## src/hw/sac_map.svh

```systemverilog
`ifndef SAC_MAP_SVH
`define SAC_MAP_SVH
// register byte addresses
`define SAC_ADDR_CONTROL   8'hD2
`define SAC_ADDR_RES_HIGH  8'hD3
`define SAC_ADDR_RES_LOW   8'hD4
`define SAC_ADDR_REFSEL    8'hD5
`define SAC_ADDR_ISOLATION 8'h9E
`define SAC_ADDR_IRQ_EN    8'h9A
`define SAC_ADDR_IRQ_REQ   8'hBF
// control register fields
`define SAC_CTL_ENABLE     7
`define SAC_CTL_START      6
`define SAC_CTL_DONE       5
`define SAC_SEL_HI         3
// result/config fields
`define SAC_CFG_GATE       6
`define SAC_CFG_CLK_HI     5
`define SAC_CFG_CLK_LO     4
// reference select
`define SAC_REF_SUPPLY_BIT 2
// input selector codes
`define SAC_SEL_LAST_PIN   4'h5
`define SAC_SEL_SUPPLY     4'h6
`define SAC_SEL_GROUND     4'h7
`define SAC_SEL_INTERNAL   4'h8
// clock select codes
`define SAC_CKS_DIV16      2'h0
`define SAC_CKS_DIV8       2'h1
`define SAC_CKS_DIV1       2'h2
`define SAC_CKS_DIV2       2'h3
`define SAC_DIV16_TERM     4'hF
`define SAC_DIV8_TERM      4'h7
`define SAC_DIV2_TERM      4'h1
`define SAC_DIV1_TERM      4'h0
// conversion length in converter clocks
`define SAC_CONV_CYCLES    7'h40
`endif

```

## src/hw/sac_pkg.sv

```systemverilog
`default_nettype none
package sac_pkg;
    typedef enum logic [1:0] {
        SAC_IDLE = 2'b00,
        SAC_CONV = 2'b01
    } sac_state_type;
    typedef enum logic [1:0] {
        SAC_REF_2V     = 2'b00,
        SAC_REF_3V     = 2'b01,
        SAC_REF_4V     = 2'b10,
        SAC_REF_SUPPLY = 2'b11
    } sac_ref_type;
endpackage
`default_nettype wire

```

## src/hw/sac_tick.sv

```systemverilog
`include "sac_map.svh"
`default_nettype none
////////////////////////////////////////////////////////////////////////////////
// converter clock enable from the oscillator by the clock selector
module sac_tick
    import sac_pkg::*;
(
    // clock and reset
    input  wire logic       core_clk,
    input  wire logic       rst_n,
    input  wire logic       clk_en,
    // control
    input  wire logic       run,
    input  wire logic [1:0] clk_sel,
    // tick out
    output logic            tick
);
    typedef struct packed {
        logic [3:0] cnt;
    } sac_tick_st_type;

    sac_tick_st_type st_reg;
    sac_tick_st_type st_next;
    logic [3:0]      term;

    always_comb begin
        case (clk_sel)
            `SAC_CKS_DIV16: term = `SAC_DIV16_TERM;
            `SAC_CKS_DIV8:  term = `SAC_DIV8_TERM;
            `SAC_CKS_DIV1:  term = `SAC_DIV1_TERM;
            default:        term = `SAC_DIV2_TERM;
        endcase
        tick = run && (st_reg.cnt >= term);
        st_next = st_reg;
        if (!run || tick) begin
            st_next.cnt = 4'h0;
        end else begin
            st_next.cnt = st_reg.cnt + 4'h1;
        end
    end

    always_ff @(posedge core_clk) begin
        if (!rst_n) begin
            st_reg <= '0;
        end else if (clk_en) begin
            st_reg <= st_next;
        end
    end
endmodule
`default_nettype wire

```

## src/hw/sac_ctrl.sv

```systemverilog
`include "sac_map.svh"
`default_nettype none
module sac_ctrl
    import sac_pkg::*;
#(
    parameter int PIN_COUNT   = 6,
    parameter int RESULT_BITS = 12
) (
    // clock and reset
    input  wire logic                   core_clk,
    input  wire logic                   rst_n,
    input  wire logic                   clk_en,
    // avalon-mm slave
    input  wire logic [7:0]             avs_address,
    input  wire logic                   avs_read,
    input  wire logic                   avs_write,
    input  wire logic [31:0]            avs_writedata,
    input  wire logic [3:0]             avs_byteenable,
    output logic [31:0]                 avs_readdata,
    output logic                        avs_waitrequest,
    output logic [1:0]                  avs_response,
    // analog front end
    output logic [PIN_COUNT-1:0]        pin_route,
    output logic                        route_supply,
    output logic                        route_ground,
    output logic                        route_internal,
    output logic [PIN_COUNT-1:0]        pin_analog_isolation,
    output logic [PIN_COUNT-1:0]        pin_digital_in_enable,
    output sac_ref_type                 reference_level,
    output logic                        converter_powered,
    output logic                        sample_strobe,
    input  wire logic [RESULT_BITS-1:0] analog_code,
    // interrupt controller
    input  wire logic                   isr_enter,
    output logic                        converter_irq
);
    initial begin
        if (PIN_COUNT < 1 || PIN_COUNT > 6) begin
            $error("PIN_COUNT out of range");
        end
        if (RESULT_BITS != 12) begin
            $error("RESULT_BITS must be 12");
        end
    end

    ////////////////////////////////////////////////////////////////////////////
    // state
    typedef struct packed {
        sac_state_type           state;
        logic                    enable;
        logic                    start;
        logic                    done;
        logic [3:0]              input_selector;
        logic                    global_channel_gate;
        logic [1:0]              clk_sel;
        logic [2:0]              ref_sel;
        logic [PIN_COUNT-1:0]    isolation;
        logic                    irq_enable;
        logic                    irq_flag;
        logic [RESULT_BITS-1:0]  result;
        logic [6:0]              count;
        logic                    ack;
        logic [7:0]              rdata;
        logic                    err;
    } sac_st_type;

    sac_st_type st_reg;
    sac_st_type st_next;
    logic       tick;
    logic       wr_lane;
    logic [7:0] wd;
    logic       finish;
    logic       hit;
    logic [7:0] rd_val;

    sac_tick u_tick (
        .core_clk (core_clk),
        .rst_n    (rst_n),
        .clk_en   (clk_en),
        .run      (st_reg.state == SAC_CONV),
        .clk_sel  (st_reg.clk_sel),
        .tick     (tick)
    );

    ////////////////////////////////////////////////////////////////////////////
    // routing and reference
    genvar gi;
    generate
        for (gi = 0; gi < PIN_COUNT; gi++) begin : g_pin
            assign pin_route[gi] = st_reg.global_channel_gate
                && (st_reg.input_selector == 4'(gi));
            assign pin_digital_in_enable[gi] = !st_reg.isolation[gi];
        end
    endgenerate

    assign route_supply   = st_reg.global_channel_gate
        && (st_reg.input_selector == `SAC_SEL_SUPPLY);
    assign route_ground   = st_reg.global_channel_gate
        && (st_reg.input_selector == `SAC_SEL_GROUND);
    assign route_internal = st_reg.global_channel_gate
        && (st_reg.input_selector == `SAC_SEL_INTERNAL);
    assign pin_analog_isolation = st_reg.isolation;
    assign reference_level = st_reg.ref_sel[`SAC_REF_SUPPLY_BIT]
        ? SAC_REF_SUPPLY : sac_ref_type'(st_reg.ref_sel[1:0]);
    assign converter_powered = st_reg.enable;
    assign sample_strobe     = finish;
    assign converter_irq     = st_reg.irq_flag && st_reg.irq_enable;

    ////////////////////////////////////////////////////////////////////////////
    // bus responses
    assign avs_waitrequest = (avs_read || avs_write) && !st_reg.ack;
    assign avs_readdata    = {24'h000000, st_reg.rdata};
    assign avs_response    = st_reg.err ? 2'h2 : 2'h0;
    assign wr_lane = avs_write && avs_byteenable[0] && !st_reg.ack;
    assign wd      = avs_writedata[7:0];
    assign finish  = (st_reg.state == SAC_CONV) && tick
        && (st_reg.count == `SAC_CONV_CYCLES - 7'h1);

    always_comb begin
        hit    = 1'b1;
        rd_val = 8'h00;
        if (avs_address == `SAC_ADDR_CONTROL) begin
            rd_val = {st_reg.enable, st_reg.start, st_reg.done,
                      1'b0, st_reg.input_selector};
        end else if (avs_address == `SAC_ADDR_RES_HIGH) begin
            rd_val = st_reg.result[11:4];
        end else if (avs_address == `SAC_ADDR_RES_LOW) begin
            rd_val = {1'b0, st_reg.global_channel_gate, st_reg.clk_sel,
                      st_reg.result[3:0]};
        end else if (avs_address == `SAC_ADDR_REFSEL) begin
            rd_val = {5'h00, st_reg.ref_sel};
        end else if (avs_address == `SAC_ADDR_ISOLATION) begin
            rd_val = 8'(st_reg.isolation);
        end else if (avs_address == `SAC_ADDR_IRQ_EN) begin
            rd_val = {7'h00, st_reg.irq_enable};
        end else if (avs_address == `SAC_ADDR_IRQ_REQ) begin
            rd_val = {7'h00, st_reg.irq_flag};
        end else begin
            hit = 1'b0;
        end
    end

    ////////////////////////////////////////////////////////////////////////////
    // next state
    always_comb begin
        st_next       = st_reg;
        st_next.ack   = (avs_read || avs_write) && !st_reg.ack;
        if ((avs_read || avs_write) && !st_reg.ack) begin
            st_next.rdata = avs_read ? rd_val : 8'h00;
            st_next.err   = !hit;
        end
        if (wr_lane) begin
            if (avs_address == `SAC_ADDR_CONTROL) begin
                st_next.enable         = wd[`SAC_CTL_ENABLE];
                st_next.input_selector = wd[`SAC_SEL_HI:0];
                if (!wd[`SAC_CTL_DONE]) begin
                    st_next.done = 1'b0;
                end
                if (wd[`SAC_CTL_START] && wd[`SAC_CTL_ENABLE]
                    && st_reg.state == SAC_IDLE) begin
                    st_next.start = 1'b1;
                    st_next.state = SAC_CONV;
                    st_next.count = 7'h00;
                end
            end else if (avs_address == `SAC_ADDR_RES_LOW) begin
                st_next.global_channel_gate = wd[`SAC_CFG_GATE];
                st_next.clk_sel = wd[`SAC_CFG_CLK_HI:`SAC_CFG_CLK_LO];
            end else if (avs_address == `SAC_ADDR_REFSEL) begin
                st_next.ref_sel = wd[2:0];
            end else if (avs_address == `SAC_ADDR_ISOLATION) begin
                st_next.isolation = wd[PIN_COUNT-1:0];
            end else if (avs_address == `SAC_ADDR_IRQ_EN) begin
                st_next.irq_enable = wd[0];
            end else if (avs_address == `SAC_ADDR_IRQ_REQ) begin
                st_next.irq_flag = wd[0];
            end
        end
        if (isr_enter) begin
            st_next.irq_flag = 1'b0;
        end
        case (st_reg.state)
            SAC_IDLE: begin
            end
            SAC_CONV: begin
                if (!st_next.enable) begin
                    st_next.state = SAC_IDLE;
                    st_next.start = 1'b0;
                end else if (finish) begin
                    st_next.state    = SAC_IDLE;
                    st_next.start    = 1'b0;
                    st_next.done     = 1'b1;
                    st_next.irq_flag = 1'b1;
                    st_next.result   = analog_code;
                end else if (tick) begin
                    st_next.count = st_reg.count + 7'h1;
                end
            end
            default: begin
                st_next.state = SAC_IDLE;
            end
        endcase
    end

    always_ff @(posedge core_clk) begin
        if (!rst_n) begin
            st_reg        <= '0;
            st_reg.state  <= SAC_IDLE;
        end else if (clk_en) begin
            st_reg <= st_next;
        end
    end
endmodule
`default_nettype wire

```

## config.mk

```make
export PLATFORM = sky130hd
export DESIGN_NAME = sac_ctrl
export DESIGN_NICKNAME = d
export VERILOG_FILES = /design/src/hw/sac_pkg.sv /design/src/hw/sac_tick.sv /design/src/hw/sac_ctrl.sv
export VERILOG_INCLUDE_DIRS = /design/src /design/src/hw
export SDC_FILE = /design/constraint.sdc
export NUM_CORES = 1
export LEC_CHECK = 0
export BUFFER_PORTS_ARGS = -buffer_cell sky130_fd_sc_hd__clkbuf_2
export CORE_ASPECT_RATIO = 0.7
export CORE_MARGIN = 3
export CORE_UTILIZATION = 40
export CTS_BUF_LIST = sky130_fd_sc_hd__clkbuf_4
export DETAILED_ROUTE_END_ITERATION = 6
export PLACE_DENSITY = 0.77
export SLEW_MARGIN = 20
export SYNTH_ARGS = -nofsm -noshare
export SYNTH_HDL_FRONTEND = slang
export SYNTH_SLANG_ARGS = --single-unit
export TNS_END_PERCENT = 1
```

## constraint.sdc

```tcl
create_clock -name core_clk -period 5 [get_ports core_clk]
set_input_delay 0.5 -clock core_clk [delete_from_list [all_inputs] [get_ports core_clk]]
set_output_delay 0.5 -clock core_clk [all_outputs]
set_load 0.005 [all_outputs]
```

# --- Word-level counts from Yosys, hierarchy flattened ---
# Cells that the tools add are included.
op_classes:
  add_sub_neg: 2
  n_lt_le_gt_ge: 1
  eq_ne: 19
  muxes: 50
  bitwise: 4
  n_reduce_logical: 39
op_table:
  columns: ["op", "n"]
  rows:
  - ["$eq A8 B8 Y1 const B", 7]
  - ["$mux W7", 6]
  - ["$mux W20", 2]
  - ["$mux W8", 4]
  - ["$mux W23", 1]
  - ["$logic_and A1 B1 Y1", 18]
  - ["$mux W6", 3]
  - ["$mux W1", 17]
  - ["$eq A4 B3 Y1 const B", 4]
  - ["$mux W2", 8]
  - ["$mux W14", 1]
  - ["$mux W13", 1]
  - ["$pmux W4 S3", 1]
  - ["$mux W11", 1]
  - ["$logic_not A1 Y1", 9]
  - ["$mux W9", 1]
  - ["$eq A4 B2 Y1 const B", 2]
  - ["$reduce_and A4 Y1", 2]
  - ["$add A7 B1 Y7 const B", 1]
  - ["$eq A7 B6 Y1 const B", 1]
  - ["$reduce_and A7 Y1", 1]
  - ["$mux W3", 2]
  - ["$reduce_and A6 Y1", 1]
  - ["$reduce_and A5 Y1", 1]
  - ["14 further kinds", 20]
totals:
  register_bits: 56
  in_bits: 62
  output_inout_bits: 61
  word_cells: 132

# --- Longest topological paths before layout ---
logic_depth:
  ltp_word: 12
  ltp_mapped: 8
  ltp_nobuf: 7

# --- Cells and area by module ---
# From an unflattened synthesis, not the netlist that was laid out.
hier_totals:
  hier_cells: 427
  hier_area_um2: 3394.5
by_module_without_submodules:
  columns: ["module", "n_inst", "cells_each", "area_per_inst_um2", "seq_area_each_um2"]
  rows:
  - ["sac_ctrl", 1, 395, 3096.7, 1041.0]
  - ["sac_tick", 1, 32, 297.8, 80.1]

# --- Worst setup path after synthesis ---
# OpenSTA, ideal clock, no wires.
synth_path:
  path_type: "in2reg"
  start: "input avs_address[0]"
  end: "register st_reg[11] (netlist bit)"
  setup_ns: 0.115
  arrival_ns: 1.870
  required_ns: 4.885
  path_slack_ns: 3.014
  path_stages: 5
  n_path_buf: 0
  cell_sequence: "nor4b_2 nand3_2 mux2i_4 or4_1 and3_1"
synth_between:
  elab_chain_len: 7
  elab_cells_between_ends: 9
  cone_classes: "eq/ne (1); mux (8)"
synth_rtl:
  columns: ["element", "line_no", "rtl"]
  rows:
  - ["start: declaration", "sac_ctrl.sv:14", "input wire logic [7:0] avs_address,"]
  - ["$eq A8 B8 Y1 (no source line) (*)", null, null]
  - ["$mux W7", "sac_ctrl.sv:153", "if (avs_address == `SAC_ADDR_CONTROL) begin"]
  - ["$mux W7", "sac_ctrl.sv:152", "if (wr_lane) begin"]
  - ["$mux W7", "sac_ctrl.sv:194", "end else if (tick) begin"]
  - ["$mux W7", "sac_ctrl.sv:188", "end else if (finish) begin"]
  - ["$mux W20", "sac_ctrl.sv:185", "if (!st_next.enable) begin"]
  - ["$mux W20 (*)", "sac_ctrl.sv:181", "case (st_reg.state)"]
  - ["end signal: assignment", "sac_ctrl.sv:209", "st_reg <= st_next;"]
  - ["end: declaration", "sac_ctrl.sv:67", "sac_st_type st_reg;"]
# Mark *: on every way between the ends. The rest lies on a longest branch, timed or not.
# A chain may end at the register's enable or synchronous reset.

# --- Final worst setup path ---
layout_path:
  start: "input clk_en"
  end: "register st_reg (netlist bit pin_analog_isolation[1])"
layout_between:
  elab_chain_len: 1
layout_rtl:
  columns: ["element", "line_no", "rtl"]
  rows:
  - ["start: declaration", "sac_ctrl.sv:12", "input wire logic clk_en,"]
  - ["$reduce_and A6 Y1 (no source line)", null, null]
# No other way between the ends.

==> summary.md <==
| Metric | Value |
|---|---|
| First-pass GRT wire length | approximately 15000 um |
| Synthesized instance count | approximately 430 |
| Max reg flops | 37 |
| Synth area leaders | dfxtp_1, buf_4, a21oi_1 |
| Hold Path End | st_reg[27] |
| Max-slew headroom | 0.334 |
| Initial antenna violation count | 0 |
| Filler cells | 791 |
| Drt initial violations | 330 |
| Ys Warns | 0 |
| Core Area | 0.00807 mm^2 |
| Share of cells above drive strength 1 | 0.209 |
| Max-slew violations | 0 |
| Switching power | a little over 0.2 mW |
| Power per Cell Area | 223 mW/mm^2 |
| FF-to-FF Start | st_reg[41] |
| Most used flip-flop cell after synthesis | dfxtp_1 |
| Grt ovf | 0 |
| Post-CTS sizing | 0 |
| Top cells by count, synth | dfxtp_1, buf_4, a21oi_1, nor2_1, nand2_1 |
| R2r endpoint | st_reg[12] |
| Critical Path AT | roughly 2900 ps |
| RSZ-0062 raised after global routing | no |
| Vias per Instance | 5.67 |
| Drt total wl | 9330 um |
| Post-route clock skew | between 4 and 5 ps |
| Clock network fraction of total power | 0.359 |
| Highest clock rate | roughly 380 MHz |
| DP HPWL | about 7200 um |
| Sequential area share after synthesis | 0.328 |
| Yosys top cell area share | 0.328 |
| Gate power share | 0.097 |
| IO Count | 123 |
| Hold path startpoint | analog_code[10] |
| Cell taking the most area after synthesis | dfxtp_1 |
| Htree depth | 2 |
| Most common cell in the netlist | dfxtp_1 |
| Critical Path Source Type | primary input |
| Final Hold Violating Endpoints | 0 |
| Fin Hold WS | around 350 ps |
| Met2 routed WL | 3770 um |
| Pre-CTS setup slack | between 2000 and 2500 ps |
| Reg2Reg Depth | 7 |
| Met3 WL | 1010 um |
| Critical Path RT | 5270 ps |
| Clock Tree Buf Depth | 2 |
| Worst skew pair latency | ~380 ps |
| Post-layout nets | about 540 |
| Vias in the first global route | about 3000 |
| Final cell count without fillers | ~570 |
| # DRC | 0 |
| Placed cells | about 560 |
| Hold depth | 3 |
| Top sig layer | met4 |
| Area of the multi-input gates | between 0.0015 and 0.002 mm^2 |
| # rows | 27 |
| Status | finished, final reports clean |
| Hold Buf Count CTS | 0 |
| Max Cap Viol | 0 |
| Sw frac | 0.244 |
| Worst VDD drop | 0.0967 mV |
| Number of synthesized register bits | 56 |
| Crit path max fanout | 30 |
| Post-Route M1 WL | 4490 um |
| Seq pwr share | 0.545 |
| Leakage | 1.48 nW |
| Syn avg cell area | around 8.0 um^2 |
| Min Clock Period, post-route | roughly 2600 ps |
| Clock slew at reported path FFs | 160 ps |
| Number of flops mapped to enable cells by yosys | 0 |
| Final WS setup | about 2400 ps |
| Detailed Routing Iterations Pass 1 | 5 |
| Post-CTS Setup Repair Bufs | 0 |
| # setup viols final | 0 |
| Root buf cell | clkbuf_4 |
| Die area | ~0.0097 mm^2 |
| Area growth, synth to finish | 8.68% |
| Global router's overall resource usage | 0.191 |
| Period utilization | 0.525 |
| Internal power | around 0.63 mW |
| Clk sink count | 56 |
| Wire length per cell | about 16 um |
| CTS tree | built |
| RePlAce Congestion | approximately 0.9 |
| Asr flop ratio synth | 0 |
| Synth unique cells | 64 |
| Post-route ant nets | 0 |
| # port buffers | 70 |
| Setup TNS | 0 ps |
| Sequential cell area | between 0.001 and 0.0015 mm^2 |
| Vias post-DR | between 3000 and 4000 |
| Synth Cell Area | 0.00342 mm^2 |
| Die H | 83.3 um |
| Worst hold-check path type | in -> reg |
| Reg-to-reg setup timing slack | between 2000 and 2500 ps |
| Pwr Total | just over 0.8 mW |
| Starting density of the core | 0.423 |
| Largest net degree at the start of global routing | 31 |
| Nature of the critical path endpoint | register |
| Worst-margin pin slew | around 1000 ps |
| CTS Buf Count | 5 |
| Crit. Startpoint | clk_en |
| Ant. Diodes | 0 |
| Critical path type | in -> reg |
| Die Wd | roughly 120 um |
[logic make-up after synthesis]
logic type	count (synthesis)	share of synthesized area
XOR/XNOR	1	0.00256
AO/OA/AOI/OAI	105	0.188
flip-flops	56	0.328
adder cells (fa/ha/maj)	6	0.0220
multiplexers	14	0.0465
other	1	0.00110
buffers and inverters	76	0.130
AND/OR/NAND/NOR	167	0.281
[worst max-delay path by stage]
stage,end,cells after the start
floorplan,st_reg[11],5
global placement,pin_analog_isolation[2],6
detailed placement,pin_analog_isolation[1],6
CTS,st_reg[29],7
global route,pin_analog_isolation[1],6
finish,pin_analog_isolation[1],6
[layer usage]
layer,up-vias,global-route usage
met2,159,0.263
met5,-,0
li1,1556,-
met4,0,0.0263
met3,9,0.0539
met1,1503,0.299
[power groups by stage]
stage | combinational (mW) | sequential [mW] | clock (mW)
global route | 0.0879 | 0.451 | 0.314
global placement | 0.0759 | 0.460 | 0
floorplan | 0.0615 | 0.459 | 0
finish | 0.0800 | 0.451 | 0.297
CTS | 0.0781 | 0.451 | 0.299
detailed placement | 0.0777 | 0.460 | 0
[final cells by class]
type,count,share of cell area
Clock buffer,5,0.0101
Clock inverter,2,0.0162
Inverter,16,0.0162
Multi-Input combinational cell,318,0.525
Sequential cell,56,0.302
Tap cell,101,0.0340
Timing Repair Buffer,71,0.0964
[worst max-delay path, stage by stage]
cell and delay, ps:
clkbuf_2 480, nand4b_1 250, a21oi_1 820, and2_1 530
mux2i_1 250, nor2_1 60
[placed cells by master (no fill, tap or decap), drive strengths merged, types with 3 or more instances in the layout]
cell / n
or2: 5
clkbuf: 75
nor2b: 4
nand3b: 4
a21oi: 39
a21o: 4
o21ai: 26
o21a: 3
ha: 6
conb: 25
a22o: 3
a31oi: 5
nor3: 13
a32oi: 3
nand4: 17
nand2b: 7
and3: 4
nand2: 32
inv: 16
and2: 3
and3b: 3
mux2i: 12
nor4: 7
nand4b: 3
o22ai: 3
nor2: 38
nand3: 17
dfxtp: 56
nor4b: 3
[metrics by stage]
step	area [um^2]	utilization
after floorplan	3510	-
after global placement	3610	0.447
after detailed placement	3610	0.447
after CTS	3700	0.459
after global routing	3710	0.460
final	3710	0.460
(Power assumes the default switching activity.)
